--- src/core/sac_pkg.sv ---
// Package for the successive-approximation converter control block
package sac_pkg;

  // ==========================================================
  // Register byte offsets on the APB bus
  localparam logic [7:0] OFF_CONTROL = 8'h00;
  localparam logic [7:0] OFF_ANALOG_CLK = 8'h04;
  localparam logic [7:0] OFF_RESULT_HIGH = 8'h08;
  localparam logic [7:0] OFF_RESULT_LOW = 8'h0c;
  localparam logic [7:0] OFF_PERIPH_EN = 8'h10;
  localparam logic [7:0] OFF_PERIPH_FLAGS = 8'h14;
  localparam logic [7:0] OFF_CORE_INT = 8'h18;
  localparam logic [7:0] OFF_POWER = 8'h1c;

  // ==========================================================
  // Field positions of the control register
  localparam int CTL_JUSTIFY = 7;
  localparam int CTL_REF = 6;
  localparam int CTL_CHAN_LO = 2;
  localparam int CTL_START = 1;
  localparam int CTL_ON = 0;
  // Analog select and conversion clock register
  localparam int ACK_CLK_LO = 4;
  // Enable and flag bit positions
  localparam int PER_DONE = 6;
  localparam int CORE_GLOBAL = 7;
  localparam int CORE_PERIPH = 6;
  // Power register: bit 0 is the asleep indication
  localparam int PWR_SLEEP = 0;

  // ==========================================================
  // Reset values and write masks
  localparam logic [7:0] RST_CONTROL = 8'h00;
  localparam logic [7:0] RST_ANALOG_CLK = 8'h0f;
  localparam logic [7:0] RST_PERIPH_EN = 8'h00;
  localparam logic [7:0] RST_PERIPH_FLAGS = 8'h00;
  localparam logic [7:0] RST_CORE_INT = 8'h00;
  localparam logic [7:0] MASK_CONTROL = 8'hdf;
  localparam logic [7:0] MASK_ANALOG_CLK = 8'h7f;
  localparam logic [7:0] MASK_PERIPH = 8'h6b;

  // ==========================================================
  // Timing counts in conversion bit periods, result width in bits
  localparam int CONV_PERIODS = 11;
  localparam int ABORT_PERIODS = 2;
  localparam int RESULT_BITS = 10;

  // Conversion clock selections
  localparam logic [2:0] CLK_DIV2 = 3'h0;
  localparam logic [2:0] CLK_DIV4 = 3'h4;
  localparam logic [2:0] CLK_DIV8 = 3'h1;
  localparam logic [2:0] CLK_DIV16 = 3'h5;
  localparam logic [2:0] CLK_DIV32 = 3'h2;
  localparam logic [2:0] CLK_DIV64 = 3'h6;

  // Converter sequencer states
  typedef enum logic [3:0] {
    SAC_IDLE = 4'b0001,
    SAC_CONV = 4'b0010,
    SAC_HOLD = 4'b0100,
    SAC_WAKE = 4'b1000
  } sac_state_t;

  // Analog side: channel, reference, trial code, sample strobe
  typedef struct packed {
    logic [2:0] channel;
    logic ref_external;
    logic [RESULT_BITS-1:0] trial_code;
    logic sample;
  } sac_analog_t;

endpackage

--- src/core/sac_ctrl.sv ---
// Successive-approximation converter control with APB registers
//
// The address map and register access over APB were left to the implementer.
`timescale 1ns/1ps
module sac_ctrl (
  // Clock and reset
  input wire logic core_clk,
  input wire logic arst_n,
  // APB slave
  input wire logic psel,
  input wire logic penable,
  input wire logic pwrite,
  input wire logic [7:0] paddr,
  input wire logic [31:0] pwdata,
  output logic [31:0] prdata,
  output logic pready,
  output logic pslverr,
  // Analog front end
  output sac_pkg::sac_analog_t analog,
  output logic converter_on,
  input wire logic comp_above,
  input wire logic osc_tick,
  // Core interface
  input wire logic core_asleep,
  output logic conv_irq,
  output logic wake_req,
  output logic isr_branch
);

  // ==========================================================
  // Synchronisers for pin-side inputs
  // Every pin passes two flops before any logic reads it
  logic comp_s1, comp_s2, osc_s1, osc_s2, osc_s3, sleep_s1, sleep_s2;
  // Comparator answer
  always_ff @(posedge core_clk or negedge arst_n) begin
    if (!arst_n) begin
      {comp_s1, comp_s2} <= 2'h0;
    end else begin
      {comp_s1, comp_s2} <= {comp_above, comp_s1};
    end
  end

  // Oscillator level; third flop only feeds the edge detect
  always_ff @(posedge core_clk or negedge arst_n) begin
    if (!arst_n) begin
      {osc_s1, osc_s2, osc_s3} <= 3'h0;
    end else begin
      {osc_s1, osc_s2, osc_s3} <= {osc_tick, osc_s1, osc_s2};
    end
  end

  // Sleep indication from the core
  always_ff @(posedge core_clk or negedge arst_n) begin
    if (!arst_n) begin
      {sleep_s1, sleep_s2} <= 2'h0;
    end else begin
      {sleep_s1, sleep_s2} <= {core_asleep, sleep_s1};
    end
  end
  logic osc_edge;
  // Rising oscillator edge; flops reset to the idle low level
  assign osc_edge = osc_s2 && !osc_s3;

  // ==========================================================
  // Registers and state
  logic [7:0] control, analog_clk, periph_en, periph_flags, core_int;
  localparam int RESULT_W = sac_pkg::RESULT_BITS;
  // Justify slices and the 4-bit period count assume ten bits
  if (RESULT_W != 10 || sac_pkg::CONV_PERIODS > 15) begin : g_bad_width
    $error("sac_ctrl serves only a ten-bit result");
  end
  logic [RESULT_W-1:0] result;
  logic [RESULT_W-1:0] trial;
  logic [3:0] period_cnt;
  sac_pkg::sac_state_t state;
  logic tick;
  logic conv_done;

  // Bus decode
  // Zero wait states: ready follows the access phase directly
  logic wr_en, rd_phase;
  assign wr_en = psel && penable && pwrite;
  assign rd_phase = psel && !pwrite;
  assign pready = psel && penable;
  logic addr_ok;
  assign addr_ok = (paddr[7:5] == 3'h0) && (paddr[1:0] == 2'h0);
  assign pslverr = pready && !addr_ok;
  logic wr_ctl, wr_ack, wr_pen, wr_pfl, wr_core;
  assign wr_ctl = wr_en && (paddr == sac_pkg::OFF_CONTROL);
  assign wr_ack = wr_en && (paddr == sac_pkg::OFF_ANALOG_CLK);
  assign wr_pen = wr_en && (paddr == sac_pkg::OFF_PERIPH_EN);
  assign wr_pfl = wr_en && (paddr == sac_pkg::OFF_PERIPH_FLAGS);
  assign wr_core = wr_en && (paddr == sac_pkg::OFF_CORE_INT);

  // Control field views
  logic is_on, start_bit, justify_left, clk_osc, sleep_kill;
  assign is_on = control[sac_pkg::CTL_ON];
  assign start_bit = control[sac_pkg::CTL_START];
  assign justify_left = control[sac_pkg::CTL_JUSTIFY];
  assign clk_osc = (analog_clk[sac_pkg::ACK_CLK_LO +: 2] == 2'h3);
  // Sleep aborts any conversion not clocked by the oscillator
  assign sleep_kill = sleep_s2 && !clk_osc;

  // Start request: on bit already set before this write
  logic start_req;
  assign start_req = wr_ctl && pwdata[sac_pkg::CTL_START] && is_on
                     && (state == sac_pkg::SAC_IDLE);
  // Software abort: start bit written low, on bit low or sleep kill mid-conversion
  logic sw_abort;
  assign sw_abort = (state == sac_pkg::SAC_CONV || state == sac_pkg::SAC_WAKE)
                    && ((wr_ctl && !pwdata[sac_pkg::CTL_START]) || !is_on || sleep_kill);

  // ==========================================================
  // Bit period tick, divided from system clock or oscillator
  logic tick_run;
  assign tick_run = (state != sac_pkg::SAC_IDLE);
  sac_tick_gen #(
    .DIV_W(6)
  ) u_tick (
    .core_clk(core_clk),
    .arst_n(arst_n),
    .run(tick_run),
    .clk_sel(analog_clk[sac_pkg::ACK_CLK_LO +: 3]),
    .osc_tick(osc_edge),
    .tick(tick)
  );

  // Completion when last of eleven periods ends
  assign conv_done = (state == sac_pkg::SAC_CONV) && tick
                     && (period_cnt == 4'(sac_pkg::CONV_PERIODS - 1)) && !sw_abort;

  // Start bit falls on completion or on any abort
  logic clear_start;
  assign clear_start = conv_done || sw_abort;

  // Next trial code: keep or drop current bit, set the one below
  logic [RESULT_W-1:0] next_trial;
  logic [RESULT_W-1:0] cur_bit;
  assign cur_bit = RESULT_W'(1) << (RESULT_W - 32'(period_cnt));
  assign next_trial = (comp_s2 ? trial : (trial & ~cur_bit)) | (cur_bit >> 1);

  // ==========================================================
  // Sequencer and successive approximation
  always_ff @(posedge core_clk or negedge arst_n) begin
    if (!arst_n) begin
      state <= sac_pkg::SAC_IDLE;
      period_cnt <= '0;
      trial <= '0;
    end else begin
      unique case (state)
        sac_pkg::SAC_IDLE: begin
          period_cnt <= '0;
          trial <= '0;
          if (start_req) begin
            // Oscillator clock waits one extra period for sleep entry
            state <= clk_osc ? sac_pkg::SAC_WAKE : sac_pkg::SAC_CONV;
          end
        end
        sac_pkg::SAC_WAKE: begin
          if (sw_abort) begin
            state <= sac_pkg::SAC_HOLD;
          end else if (tick) begin
            state <= sac_pkg::SAC_CONV;
            trial <= RESULT_W'(1) << (RESULT_W - 1);
          end
        end
        sac_pkg::SAC_CONV: begin
          if (sw_abort) begin
            state <= sac_pkg::SAC_HOLD;
            period_cnt <= '0;
          end else if (tick) begin
            period_cnt <= period_cnt + 4'h1;
            if (period_cnt == 4'h0) begin
              trial <= RESULT_W'(1) << (RESULT_W - 1);
            end else if (period_cnt <= 4'(RESULT_W)) begin
              // Decide bit period_cnt-1 from MSB down, then try next bit
              trial <= next_trial;
            end
            if (conv_done) begin
              state <= sac_pkg::SAC_IDLE;
            end
          end
        end
        sac_pkg::SAC_HOLD: begin
          if (tick) begin
            period_cnt <= period_cnt + 4'h1;
            if (period_cnt == 4'(sac_pkg::ABORT_PERIODS - 1)) begin
              state <= sac_pkg::SAC_IDLE;
              period_cnt <= '0;
            end
          end
        end
      endcase
    end
  end

  // ==========================================================
  // Result store: only on completion, aborts leave it alone
  always_ff @(posedge core_clk or negedge arst_n) begin
    if (!arst_n) begin
      result <= '0;
    end else if (conv_done) begin
      result <= next_trial;
    end
  end

  // Start bit only accepted while idle and already powered
  logic [7:0] next_control;
  assign next_control = {pwdata[7:2] & sac_pkg::MASK_CONTROL[7:2],
                         (pwdata[sac_pkg::CTL_START] && start_req) ||
                         (pwdata[sac_pkg::CTL_START] && start_bit && !clear_start),
                         pwdata[sac_pkg::CTL_ON]};

  // ==========================================================
  // Software registers; hardware set wins over software clear
  always_ff @(posedge core_clk or negedge arst_n) begin
    if (!arst_n) begin
      control <= sac_pkg::RST_CONTROL;
      analog_clk <= sac_pkg::RST_ANALOG_CLK;
      periph_en <= sac_pkg::RST_PERIPH_EN;
      periph_flags <= sac_pkg::RST_PERIPH_FLAGS;
      core_int <= sac_pkg::RST_CORE_INT;
    end else begin
      if (wr_ctl) begin
        control <= next_control;
      end else if (clear_start) begin
        control[sac_pkg::CTL_START] <= 1'b0;
      end
      if (wr_ack) begin
        analog_clk <= pwdata[7:0] & sac_pkg::MASK_ANALOG_CLK;
      end
      if (wr_pen) begin
        periph_en <= pwdata[7:0] & sac_pkg::MASK_PERIPH;
      end
      if (wr_pfl) begin
        periph_flags <= pwdata[7:0] & sac_pkg::MASK_PERIPH;
      end
      if (conv_done) begin
        periph_flags[sac_pkg::PER_DONE] <= 1'b1;
      end
      if (wr_core) begin
        core_int <= pwdata[7:0];
      end
    end
  end

  // ==========================================================
  // Analog drive: channel, reference, trial code
  assign converter_on = is_on;
  assign analog.channel = control[sac_pkg::CTL_CHAN_LO +: 3];
  assign analog.ref_external = control[sac_pkg::CTL_REF];
  assign analog.trial_code = trial;
  assign analog.sample = is_on && (state == sac_pkg::SAC_IDLE);

  // ==========================================================
  // Interrupt request, wake and branch decision
  logic done_pending;
  assign done_pending = periph_flags[sac_pkg::PER_DONE] && periph_en[sac_pkg::PER_DONE];
  assign conv_irq = done_pending;
  assign wake_req = done_pending && sleep_s2;
  assign isr_branch = done_pending && core_int[sac_pkg::CORE_GLOBAL]
                      && core_int[sac_pkg::CORE_PERIPH];

  // ==========================================================
  // Result justification and read mux
  logic [7:0] res_high, res_low;
  assign res_high = justify_left ? result[9:2] : {6'h00, result[9:8]};
  assign res_low = justify_left ? {result[1:0], 6'h00} : result[7:0];

  logic [7:0] rd_byte;
  always_comb begin
    unique case (paddr)
      sac_pkg::OFF_CONTROL: rd_byte = control;
      sac_pkg::OFF_ANALOG_CLK: rd_byte = analog_clk;
      sac_pkg::OFF_RESULT_HIGH: rd_byte = res_high;
      sac_pkg::OFF_RESULT_LOW: rd_byte = res_low;
      sac_pkg::OFF_PERIPH_EN: rd_byte = periph_en;
      sac_pkg::OFF_PERIPH_FLAGS: rd_byte = periph_flags;
      sac_pkg::OFF_CORE_INT: rd_byte = core_int;
      sac_pkg::OFF_POWER: rd_byte = {7'h00, sleep_s2};
      default: rd_byte = 8'h00;
    endcase
  end
  assign prdata = (rd_phase && penable) ? {24'h000000, rd_byte} : 32'h00000000;

endmodule

--- src/core/sac_tick_gen.sv ---
// Bit period tick generator for the converter clock selection
`timescale 1ns/1ps
module sac_tick_gen #(
  parameter int DIV_W = 6
) (
  // Clock and reset
  input wire logic core_clk,
  input wire logic arst_n,
  // Control
  input wire logic run,
  input wire logic [2:0] clk_sel,
  input wire logic osc_tick,
  // Output
  output logic tick
);

  // Divide by 64 needs at least six counter bits
  if (DIV_W < 6) begin : g_bad_div
    $error("sac_tick_gen needs DIV_W of at least 6");
  end

  logic [DIV_W-1:0] count;
  logic [DIV_W-1:0] limit;
  logic use_osc;
  logic div_tick;

  // Divider terminal count per selection
  always_comb begin
    unique case (clk_sel)
      sac_pkg::CLK_DIV2: limit = DIV_W'(1);
      sac_pkg::CLK_DIV4: limit = DIV_W'(3);
      sac_pkg::CLK_DIV8: limit = DIV_W'(7);
      sac_pkg::CLK_DIV16: limit = DIV_W'(15);
      sac_pkg::CLK_DIV32: limit = DIV_W'(31);
      sac_pkg::CLK_DIV64: limit = DIV_W'(63);
      default: limit = DIV_W'(63);
    endcase
  end

  assign use_osc = (clk_sel[1:0] == 2'h3);
  assign div_tick = run && (count == limit);
  assign tick = use_osc ? (run && osc_tick) : div_tick;

  // System clock divider, idle while stopped
  always_ff @(posedge core_clk or negedge arst_n) begin
    if (!arst_n) begin
      count <= '0;
    end else if (!run || div_tick) begin
      count <= '0;
    end else begin
      count <= count + DIV_W'(1);
    end
  end

endmodule

--- config.mk ---
export PLATFORM = sky130hd
export DESIGN_NAME = sac_ctrl
export DESIGN_NICKNAME = d
export VERILOG_FILES = /design/src/core/sac_pkg.sv /design/src/core/sac_ctrl.sv /design/src/core/sac_tick_gen.sv
export SDC_FILE = /design/constraint.sdc
export NUM_CORES = 1
export LEC_CHECK = 0
export BUFFER_PORTS_ARGS = -buffer_cell sky130_fd_sc_hd__buf_2
export CAP_MARGIN = 30
export CELL_PAD_IN_SITES_DETAIL_PLACEMENT = 1
export CELL_PAD_IN_SITES_GLOBAL_PLACEMENT = 1
export CORE_MARGIN = 4
export CORE_UTILIZATION = 45
export DETAILED_ROUTE_END_ITERATION = 8
export PLACE_DENSITY_LB_ADDON = 0.1
export SLEW_MARGIN = 0
export SYNTH_ARGS = -nofsm -noshare
export SYNTH_HDL_FRONTEND = slang
export SYNTH_HIERARCHICAL = 1
export SYNTH_SLANG_ARGS = --single-unit
--- constraint.sdc ---
create_clock -name core_clk -period 5.2 [get_ports core_clk]
set_input_delay 0.52 -clock core_clk [delete_from_list [all_inputs] [get_ports core_clk]]
set_output_delay 0.52 -clock core_clk [all_outputs]
set_load 0.05 [all_outputs]
# After elaboration in Yosys (flattened, before gate mapping)
# Index checks and enable logic that the tools add are counted.
dict set report classes {
  order_cmp 1
  shift 1
  reduce_logical 58
  multipliers 0
  n_addsub 3
  n_div 0
  eq_ne 31
  mux 34
  n_bitwise 3
}
# cell n
set op_table {}
lappend op_table {{2-to-1 mux 10 bit} 7}
lappend op_table {{case mux 8 bit (8 select lines)} 1}
lappend op_table {{2-to-1 mux 4 bit} 13}
lappend op_table {{== test 8 x 5 -> 1 bit, second input constant} 4}
lappend op_table {{<< shifter 1 x 32 -> 10 bit, first input constant} 1}
lappend op_table {{logical AND 1 bit} 31}
lappend op_table {{case mux 10 bit (3 select lines)} 1}
lappend op_table {{case mux 6 bit (5 select lines)} 1}
lappend op_table {{2-to-1 mux 8 bit} 3}
lappend op_table {{== test 8 x 4 -> 1 bit, second input constant} 2}
lappend op_table {{case mux 4 bit (4 select lines)} 1}
lappend op_table {{inequality test 2 bit, second input constant} 7}
lappend op_table {{case mux 4 bit (3 select lines)} 1}
lappend op_table {{AND reduction 6 bit} 2}
lappend op_table {{bitwise AND 10 bit} 1}
lappend op_table {{NOT 10 bit} 1}
lappend op_table {{bitwise OR 10 x 9 -> 10 bit} 1}
lappend op_table {{zero test 1 bit} 9}
lappend op_table {{inequality test 3 bit, second input constant} 3}
lappend op_table {{== test 4 x 1 -> 1 bit, second input constant} 2}
lappend op_table {{== test 4 bit, second input constant} 2}
lappend op_table {{== test 8 x 3 -> 1 bit, second input constant} 1}
lappend op_table {{zero test 8 bit} 1}
lappend op_table {{2-to-1 mux 7 bit} 1}
lappend op_table {{22 further kinds} 34}
dict set report totals {
  output_inout_bits 53
  romBits 0
  elab_cells 150
  reg_bits 73
  memories 0
  ramBits 0
  latch_bits 0
}

# Depth between registers and ports, before layout
# Gate-level depths: netlist of run 1.
dict set report logic_depth {
  depth_word 14
  depth_mapped 10
  mapped_depth_nobuf 9
}

# Modules after synthesis
# Netlist of run 1, hierarchy kept.
# module seq_area_each_um2 n_inst area_each_um2 cells_each
set modules_own_cells {}
lappend modules_own_cells {sac_ctrl 1682.9 1 3923.8 372}
lappend modules_own_cells {sac_tick_gen 150.1 1 397.9 43}

# Least setup slack after synthesis of run 1
# Ideal clock, no wire load.
dict set report synth_timing {
  path_kind {input to output}
  start {in paddr[4]}
  end {out prdata[3]}
  arrival_time_ns 2.709
  n_path_buf 1
  path_stages 5
  required_ns 4.680
  slack_ns 1.971
  cell_sequence {buf_2 or4b_2 nor3_1 a22oi_1 a31oi_1}
}
dict set report synth_between {
  elab_chain_len 3
}
# item line
set synth_rtl {}
lappend synth_rtl {{start: declaration} sac_ctrl.sv:13} ;# input wire logic [7:0] paddr,
lappend synth_rtl {{== test 8 x 5 -> 1 bit (tied with other cells)} sac_ctrl.sv:272} ;# unique case (paddr)
lappend synth_rtl {{case mux 8 bit (8 select lines) *} sac_ctrl.sv:272}
lappend synth_rtl {{2-to-1 mux 8 bit *} sac_ctrl.sv:284} ;# assign prdata = (rd_phase && penable) ? {24'h000000, rd_byte} : 32'h00000000;
lappend synth_rtl {{end: declaration} sac_ctrl.sv:15} ;# output logic [31:0] prdata,
# Mark *: on every way between the ends. The rest lies on a longest branch, timed or not.

# Worst setup path after layout of run 1
dict set report layout_timing {
  start {in paddr[2]}
  end {out prdata[4]}
}
# The elaborated chain is that of the path after synthesis.

==> results of run 1 <==
cells in the mapped netlist (7+ instances only):
master	count	area [um^2]
dfrtp_1	68	1700
o21ai_0	13	65.1
inv_1	13	48.8
a22o_1	10	87.6
mux2_2	42	473
buf_4	28	210
nor2_1	25	93.8
clkbuf_1	7	26.3
a31oi_1	7	43.8
nand3_1	9	45.0
a21oi_1	12	60.1
nand2_1	26	97.6
nor3_1	11	55.1
per-layer routing:
metal  global-route usage (%)  wire length (um)  up-vias
met5                        0                 0        -
met4                     6.29               210        0
met3                     4.07               449       14
met2                     34.7              5650       74
met1                     28.1              5250     1757
li1                         -                 -     1590
stage by stage:
step | hold WS (ps) | cells | setup slack, ps
6_report | 265 | 595 | 1920
5_1_grt | 243 | 595 | 1820
4_1_cts | 250 | 593 | 1920
3_5_place_dp | 343 | 577 | 1910
3_3_place_gp | 333 | 577 | 1920
2_1_floorplan | 224 | 438 | 1970
sequential cells by signal, indices dropped and copies added (netlist names):
| name | flops |
|---|---|
| trial | 10 |
| periph_flags | 5 |
| sleep_s1 | 1 |
| result | 10 |
| control | 7 |
| comp_s1 | 1 |
| osc_s1 | 1 |
| state | 4 |
| sleep_s2 | 1 |
| periph_en | 5 |
| u_tick/count | 6 |
| analog_clk | 7 |
| osc_s3 | 1 |
| comp_s2 | 1 |
| core_int | 8 |
| period_cnt | 4 |
| osc_s2 | 1 |
power by group through the flow:
stage | combinational [mW] | sequential [mW] | clock (mW)
after floorplan | 0.384 | 0.679 | 0
after global placement | 0.476 | 0.691 | 0
after detailed placement | 0.485 | 0.694 | 0
after CTS | 0.490 | 0.683 | 0.487
after global routing | 0.548 | 0.692 | 0.515
final | 0.491 | 0.683 | 0.475
final cells by class:
cell class,count,area share [%]
Multi-Input combinational cell,309,46.8
Tap cell,129,3.36
Timing Repair Buffer,55,6.40
Inverter,13,1.01
Clock buffer,9,2.57
Clock inverter,7,1.74
Sequential cell,73,38.1
cell families (layout without fill, tap and decap cells):
logic type                 Yosys count  in the layout
AOI/OAI and AO/OA                   97             97
xor gates and xnor gates             9              9
adders and majority gates            5              5
buffers and inverters               56             84
DFF                                 73             73
muxes                               48             48
other                                1             24
and+or+nand+nor                    126            126
worst min path at each step:
stage	slack, ps	end	cells past startpoint	start
floorplan	220	analog_clk[4]	0	arst_n
global placement	330	osc_s2	0	osc_s1
detailed placement	340	comp_s2	0	comp_s1
CTS	250	osc_s1	1	osc_tick
global route	240	osc_s1	1	osc_tick
finish	260	osc_s1	1	osc_tick
repair_timing:
action                                 in CTS  in global routing
hold buffers                                0                  1
gates resized for setup                     0                  0
endpoints found under the hold margin       0                  3
==> out/metrics.cfg, run 1 <==
[status]
status=complete, no violations

[sta]
hold_violations=0
rsz0062_at_grt=no
finalSetupViolCount=0
tightest_slew_ps=970
slew_violations=0
fin_crit_sh_pct=63.1
final.setup.tns_ps=0
skew_ps=12.1
max_slew_margin_pct=34.8
fmax_mhz=305
period_minus_slack_ps=3280

[power_and_ir_drop]
p_int_mw=1.01
p_total_mw=1.65
ir_drop_mv=0.281
pwr-share-seq_pct=41.4
clockPowerShare_pct=28.8
p_comb_share_pct=29.8
p_sw_mw=0.638
swShare_pct=38.7
p_leak_nw=2.21
p_per_area_nw_per_um2=343

[critical_path]
crit_end=prdata[4]
required_ps=4680
end_kind=output pin
cp_slowest_cell=or4_1
r2r_slack_ps=2120
startpoint_type=input pin
arrival_ps=2760
crit_family=simple AND/OR/NAND/NOR gates
worstPathMaxFanout=9
slowest_delay_ps=700
r2r_cells=5
path_buf_inv=2
worstPathCellList=buf_2 -> or4_1 -> nor2_1 -> a222oi_1 -> a21oi_1 -> buf_2
crit_top_cell=buf_2
timing_worst_setup_path_type=input pin to output pin
rr_startpoint=period_cnt[0]
r2r_end=result[6]
critPathLaunch=paddr[2]
cp.depth=6

[route]
drc=0
dr_total_vias=3435
antenna_left=0
finalWirelength_um=11600
via_per_inst=5.77
first_pass_iters=4
wl_per_cell_um=19.4
drt_iter0_drc=240

[layout]
fill_cells=1065
fin_nets=514
register_area_um2=1830
num_antenna_cells=0
area_growth_pct=11.3
layout_commonest_cell=dfrtp_1
final_util_pct=51.8
multi_input_area_um2=2250
final_area_um2=4810
drive_gt1_share_pct=30.3
final_cell_mix=68 x dfrtp_1, 51 x buf_2, 42 x mux2_2

[logic_synthesis]
netlist_instances=415
yosysSeqAreaShare_pct=42.4
synth_compound_area_share_pct=17.5
yosys_warnings=6
synth_xor_area_share_pct=1.82
synth.area.mux_share_pct=12.3
synth_flop_cell=dfrtp_1
synth_adder_area_share_pct=1.45
synth_top_family_by_area=compound AO/OA/AOI/OAI gates
synth_cell_types=72
synth.ff_latch_count=73
synthesis.area_um2=4320
synthSimpleGateAreaFrac_pct=16.9
avgSynthCellArea_um2=10.4
synth_edf_count=0
async_flop_share_pct=100

[floorplanning]
fp-row-count=35
ios=101
die-area_um2=11200
core_area_um2=9280
die_w_um=106
die_h_um=106
start_util_pct=46.5

[clock_tree]
cts_tree=done
cts_root_buf=clkbuf_8
ctsLongestPathBuffers=2
insertion_delay_ps=360
cts_inserted_buffers=9
postCtsSetupRepairBufs=0
cts.reportedPaths.clkPinSlew_ps=90
htree_levels=3
cts_sinks=73

[grt]
gr-total-overflow=0
first_global_vias=3532
grt_pass1_wl_um=18700
grt_max_degree=74
track_usage_pct=21.0
antenna_found_initial=0

[place]
placed_area_um2=4570
hpwl_um=8450
port-buffer-count=52
gp_congestion=0.855

[min_path]
hold_path_class=input pin to flop

[run]
drv_cap=0

(Power assumes the default switching activity.)
==> run 2, diff against run 1 <==
Settings changed: ABC_AREA from default to 1, CORE_UTILIZATION 45 to 39.
Clock period 5.2 ns to 3.35 ns, I/O delays scaled along.
==> run 2 against run 1 <==
  * Hold slack worse by 180 ps
  * Clock-buffer cell count is 1 higher
  * Sequential power is 52% higher
  * Clock skew is 7.3 ps higher
  * Critical path depth is 10 higher
  * First-iteration DRC count is 41% lower
  * Cell area is 0.78% lower
  * Setup slack worse by 1100 ps
  * Core utilization is 6.2 points lower
  * Clock power is 78% higher
==> out/metrics.cfg, run 2 <==
[logic_synthesis]
synth.ff_latch_count=73
netlist_instances=572
ys_top_cells_by_count=176 x nand2_1, 68 x dfrtp_1, 62 x inv_1, 45 x nor2_1, 44 x o21ai_0
yosysMostFrequentCell=nand2_1
yosysTopAreaCellShare_pct=39.9
synth_edf_count=0
synth_cell_types=37
yosysSeqAreaShare_pct=43.0
avgSynthCellArea_um2=7.45
synth_flop_cell=dfrtp_1
synth_top_cell_by_area=dfrtp_1
yosys_warnings=6
synthesis.area_um2=4260
synthTopCellsByArea=dfrtp_1 40%, nand2_1 16%, inv_1 5.5%, buf_4 5.3%, o21ai_0 5.2%
async_flop_share_pct=100

[layout]
register_area_um2=1830
final_area_um2=4770
multi_input_area_um2=1990
fin_nets=678
drive_gt1_share_pct=18.4
area_growth_pct=12.0
top_regs=result x10, trial x10, core_int x8
final_cell_mix=176 x nand2_1, 68 x dfrtp_1, 62 x inv_1
layout_commonest_cell=nand2_1
fill_cells=1395
num_antenna_cells=0

[sta]
slew_violations=0
hold_violations=0
period_minus_slack_ps=2490
max_slew_margin_pct=57.0
finalSetupViolCount=0
rsz0062_at_grt=no
final.setup.tns_ps=0
fin_crit_sh_pct=74.3
skew_ps=19.4
tightest_slew_ps=645
fmax_mhz=402

[floorplanning]
core_area_um2=10500
start_util_pct=40.7
die_h_um=113
die_w_um=113
fp-row-count=37
ios=101
die-area_um2=12700

[clock_tree]
postCtsSetupRepairBufs=0
cts.reportedPaths.clkPinSlew_ps=90
cts_inserted_buffers=9
cts_root_buf=clkbuf_8
insertion_delay_ps=360
cts_sinks=73
ctsLongestPathBuffers=2
htree_levels=3
cts_tree=done

[route]
via_per_inst=4.85
first_pass_iters=4
dr_total_vias=3715
drc=0
wl_per_cell_um=15.0
antenna_left=0
finalWirelength_um=11500
drt_iter0_drc=141

[grt]
grt_pass1_wl_um=19400
grt_util_met3_pct=3.77
track_usage_pct=19.0
met1_usage_pct=25.6
antenna_found_initial=0
top_usage_layer=met2
gr-total-overflow=0
grt_max_degree=47
use_met2_pct=30.9
first_global_vias=3925

[min_path]
worstHoldPathCells=1
hold_path_class=input pin to flop

[critical_path]
path_buf_inv=1
worstPathMaxFanout=11
required_ps=3590
cp.depth=16
arrival_ps=2730
startpoint_type=flop
crit_top_cell=nand2_1
worstPathCellList=nor2_1 -> nand2_1 -> nand2_1 -> nand2_1 -> nor2_1 -> nand2_1 -> a21oi_1 -> inv_1 -> nor2_1 -> nand2_1 -> nand4_1 -> nand2_1 -> nor2_1 -> nand2_1 -> nand2_1 -> nand2_1
slowest_delay_ps=520
end_kind=flop
crit_family=simple AND/OR/NAND/NOR gates
r2r_cells=16
timing_worst_setup_path_type=flop to flop
cp_slowest_cell=dfrtp_1

[run]
drv_cap=0

[place]
placed_area_um2=4530
hpwl_um=8850
gp_congestion=0.854
port-buffer-count=52

[power_and_ir_drop]
p_per_area_nw_per_um2=562
ir_drop_mv=0.311
p_leak_nw=2.44

[status]
status=complete, no violations

==> run 2: metrics by stage <==
step           hold WS [ps]  setup slack [ps]  power [mW]  utilization [%]  std cells
2_1_floorplan          39.4              1100        1.67                -        595
3_3_place_gp            333               977        1.82             43.3        749
3_5_place_dp            348               858        1.86             43.3        749
4_1_cts                54.0               827        2.73             45.6        766
5_1_grt                58.9               518        2.87             45.6        766
6_report               86.7               861        2.68             45.6        766
==> run 2: worst reg2reg max path: stages (launching register included) <==
cell     delay (ps)
dfrtp_1         520
nor2_1          220
nand2_1          90
nand2_1          80
nand2_1          50
nor2_1           80
nand2_1          90
a21oi_1         180
inv_1           150
nor2_1          200
nand2_1         110
nand4_1         140
nand2_1          70
nor2_1          210
nand2_1          80
nand2_1          60
nand2_1          50
==> run 2: cell families (layout without fill, tap and decap cells) <==
group | count (synthesis) | count (layout) | share of synthesized area (%)
flip-flops | 73 | 73 | 43.0
AND/OR/NAND/NOR | 292 | 292 | 30.4
buffers and inverters | 106 | 141 | 12.4
AO/OA/AOI/OAI | 91 | 91 | 11.8
adder cells (fa/ha/maj) | 5 | 5 | 1.47
other | 1 | 24 | 0.0880
XOR/XNOR | 4 | 4 | 0.822
==> run 2: final cells by class <==
cell class              instances  share of cell area [%]
clock buffers                  10                    2.67
clock inverters                 6                    2.25
inverters                      70                    5.50
multi-input cells             416                    41.6
flip-flops and latches         73                    38.4
well taps                     136                    3.56
repair buffers                 55                    5.98
==> run 2: metal layers <==
layer / vias to the layer above / share of wire (%)
met5: - / 0
met4: 0 / 1.7
met3: 12 / 4.3
met2: 73 / 46
met1: 1761 / 48
li1: 1869 / -
==> run 2: timing repair <==
action | in CTS | in global routing
endpoints found under the hold margin | 2 | 0
gates resized for setup | 0 | 0
hold buffers | 1 | 0
==> run 2: path summary, 6_finish.rpt <==
kind / slack (ps) / start / end
worst max-delay path: 860 / analog_clk[5] / state[2]
worst min register to register: 360 / osc_s1 / osc_s2
worst max register to register: 860 / analog_clk[5] / state[2]
max in group asynchronous: 1750 / arst_n / trial[7]
worst min-delay path: 90 / osc_tick / osc_s1
min in group asynchronous: 540 / arst_n / u_tick/count[2]
==> run 2: report_power, final <==
group / total (mW) / internal (mW) / switching [mW]
logic: 0.802 / 0.225 / 0.577
registers: 1.04 / 0.959 / 0.0774
clock network: 0.845 / 0.493 / 0.352
==> run 3, diff against run 2 <==
Settings changed: ABC_AREA 1 to 0, CORE_UTILIZATION 39 to 38.
Clock period 3.35 ns to 2.1 ns, I/O delays scaled along.
==> run 3 against run 2 <==
  * The run now ends with negative setup slack left
  * Hold slack improved by 29 ps
  * Setup slack worse by 1000 ps
  * Global-route usage increased by 3.5 points
  * Cell area is 29% higher
  * Routed wire length rose by 26%
  * Clock power up 100%
  * Largest cell class unchanged
  * Flip-flop and latch count stayed put
  * Sequential power rose by 56%
  * Critical path depth shrank 8
==> out/metrics.cfg, run 3 (synthesized netlist as in run 1, its figures left out) <==
[status]
status=finished with violations
violations=negative setup slack

[critical_path]
timing_worst_setup_path_type=flop to flop
arrival_ps=2490
end_kind=flop
startpoint_type=flop
worstPathMaxFanout=11
required_ps=2340

[layout]
top_regs=result x10, trial x10, core_int x8
fin_nets=600
fill_cells=1198
num_antenna_cells=0
final_cell_mix=71 x buf_4, 65 x dfrtp_1, 43 x buf_2
final_util_pct=56.3
drive_gt1_share_pct=49.5
layout_commonest_cell=buf_4
register_area_um2=1840
multi_input_area_um2=2720
area_growth_pct=43.0

[power_and_ir_drop]
p_per_area_nw_per_um2=871
clockPowerShare_pct=32.1
p_leak_nw=2.80
pwr-share-seq_pct=30.0
swShare_pct=36.7
p_comb_share_pct=37.8
p_sw_mw=1.98
ir_drop_mv=0.627
p_int_mw=3.41
p_total_mw=5.38

[route]
via_per_inst=5.54
dr_total_vias=3831
first_pass_iters=4
wirelength_met1_um=6160
wl_per_cell_um=20.9
drc=0
top_layer=met4
finalWirelength_um=14500
route.met2.wl_um=7460
drt_iter0_drc=201
antenna_left=0
met3_length_um=556

[clock_tree]
cts_sinks=73
htree_levels=3
ctsLongestPathBuffers=2
cts_tree=done
cts_root_buf=clkbuf_16
cts.reportedPaths.clkPinSlew_ps=60
cts_inserted_buffers=9
insertion_delay_ps=350

[sta]
skew_ps=6.46
hold_violations=0
rsz0062_at_grt=yes
fmax_mhz=444
period_minus_slack_ps=2250
slew_violations=0
fin_ws_ps=-153
tightest_slew_ps=861
max_slew_margin_pct=42.6
finalSetupViolCount=30
fin_crit_sh_pct=107

[run]
drv_cap=0

[place]
post-place-ws_ps=-317
hpwl_um=10300
port-buffer-count=52
gp_congestion=0.823

[floorplanning]
die-area_um2=13100
die_h_um=115
fp-row-count=38
core_area_um2=11000
die_w_um=115
ios=101
start_util_pct=39.3

[grt]
antenna_found_initial=0
first_global_vias=4128
grt_max_degree=43
gr-total-overflow=0
grt_pass1_wl_um=22700
track_usage_pct=22.5

[min_path]
hold_path_class=input pin to flop

## run 3: cell types whose count changed in the layout (fill, tap and decap cells not counted), sizes merged, moves of 7 or more
cell   change
a22o      +10
buf       +82
nand2    -160
inv       -54
and3       +7
nor2      -31
nand3     -26
mux2      +42
o21ai     -53
## run 3: cell type report
| type | count | area share (%) |
|---|---|---|
| clock buffers | 9 | 3.64 |
| inverters | 13 | 0.790 |
| clock inverters | 7 | 1.62 |
| multi-input cells | 310 | 44.1 |
| repair buffers | 140 | 17.3 |
| flip-flops and latches | 73 | 29.7 |
| well taps | 140 | 2.83 |
## run 3: worst paths after layout
check | cells past startpoint | end | slack, ps | startpoint
worst min register to register | 0 | sleep_s2 | 350 | sleep_s1
min in group asynchronous | 2 | period_cnt[2] | 360 | arst_n
max in group asynchronous | 3 | analog_clk[1] | 1100 | arst_n
worst max register to register | 8 | result[7] | -150 | analog_clk[4]
worst min-delay path | 2 | control[2] | 120 | pwdata[2]
worst max-delay path | 8 | result[7] | -150 | analog_clk[4]
## run 3: timing repair
item,4_1_cts,5_1_grt
hold buffers,4,0
gates cloned,2,0
endpoints found under the hold margin,31,0
pin swaps,16,22
gates resized for setup,53,30
setup endpoints to repair,33,37
buffers inserted,9,11
## run 3: stage by stage
step	cells	hold WS (ps)	instance area, um^2	TNS (ps)
after floorplan	438	-85.6	4620	-3270
after global placement	653	183	5290	-7140
after detailed placement	653	188	5290	-8280
after CTS	684	111	5990	-3880
after global routing	692	120	6180	-5580
final	692	116	6180	-2670
## run 3: power by group through the flow
stage	combinational, mW	clock, mW	sequential (mW)
after floorplan	1.02	0	1.69
after global placement	1.56	0	1.63
after detailed placement	1.59	0	1.63
after CTS	1.87	1.75	1.61
after global routing	2.20	1.79	1.63
final	2.04	1.73	1.62
## run 3: critical path, stage by stage (launching register included)
cell and delay (ps):
dfrtp_2 440, buf_4 150, nor4_2 290, o211a_4 210, a31o_4 170, nand4b_1 160, nor3_2 220, buf_12 180
mux2_4 310
## run 3: routing by layer
metal | vias up | track usage, %
li1 | 1763 | -
met1 | 1962 | 29.2
met2 | 88 | 37.7
met3 | 18 | 5.13
met4 | 0 | 5.94
met5 | - | 0
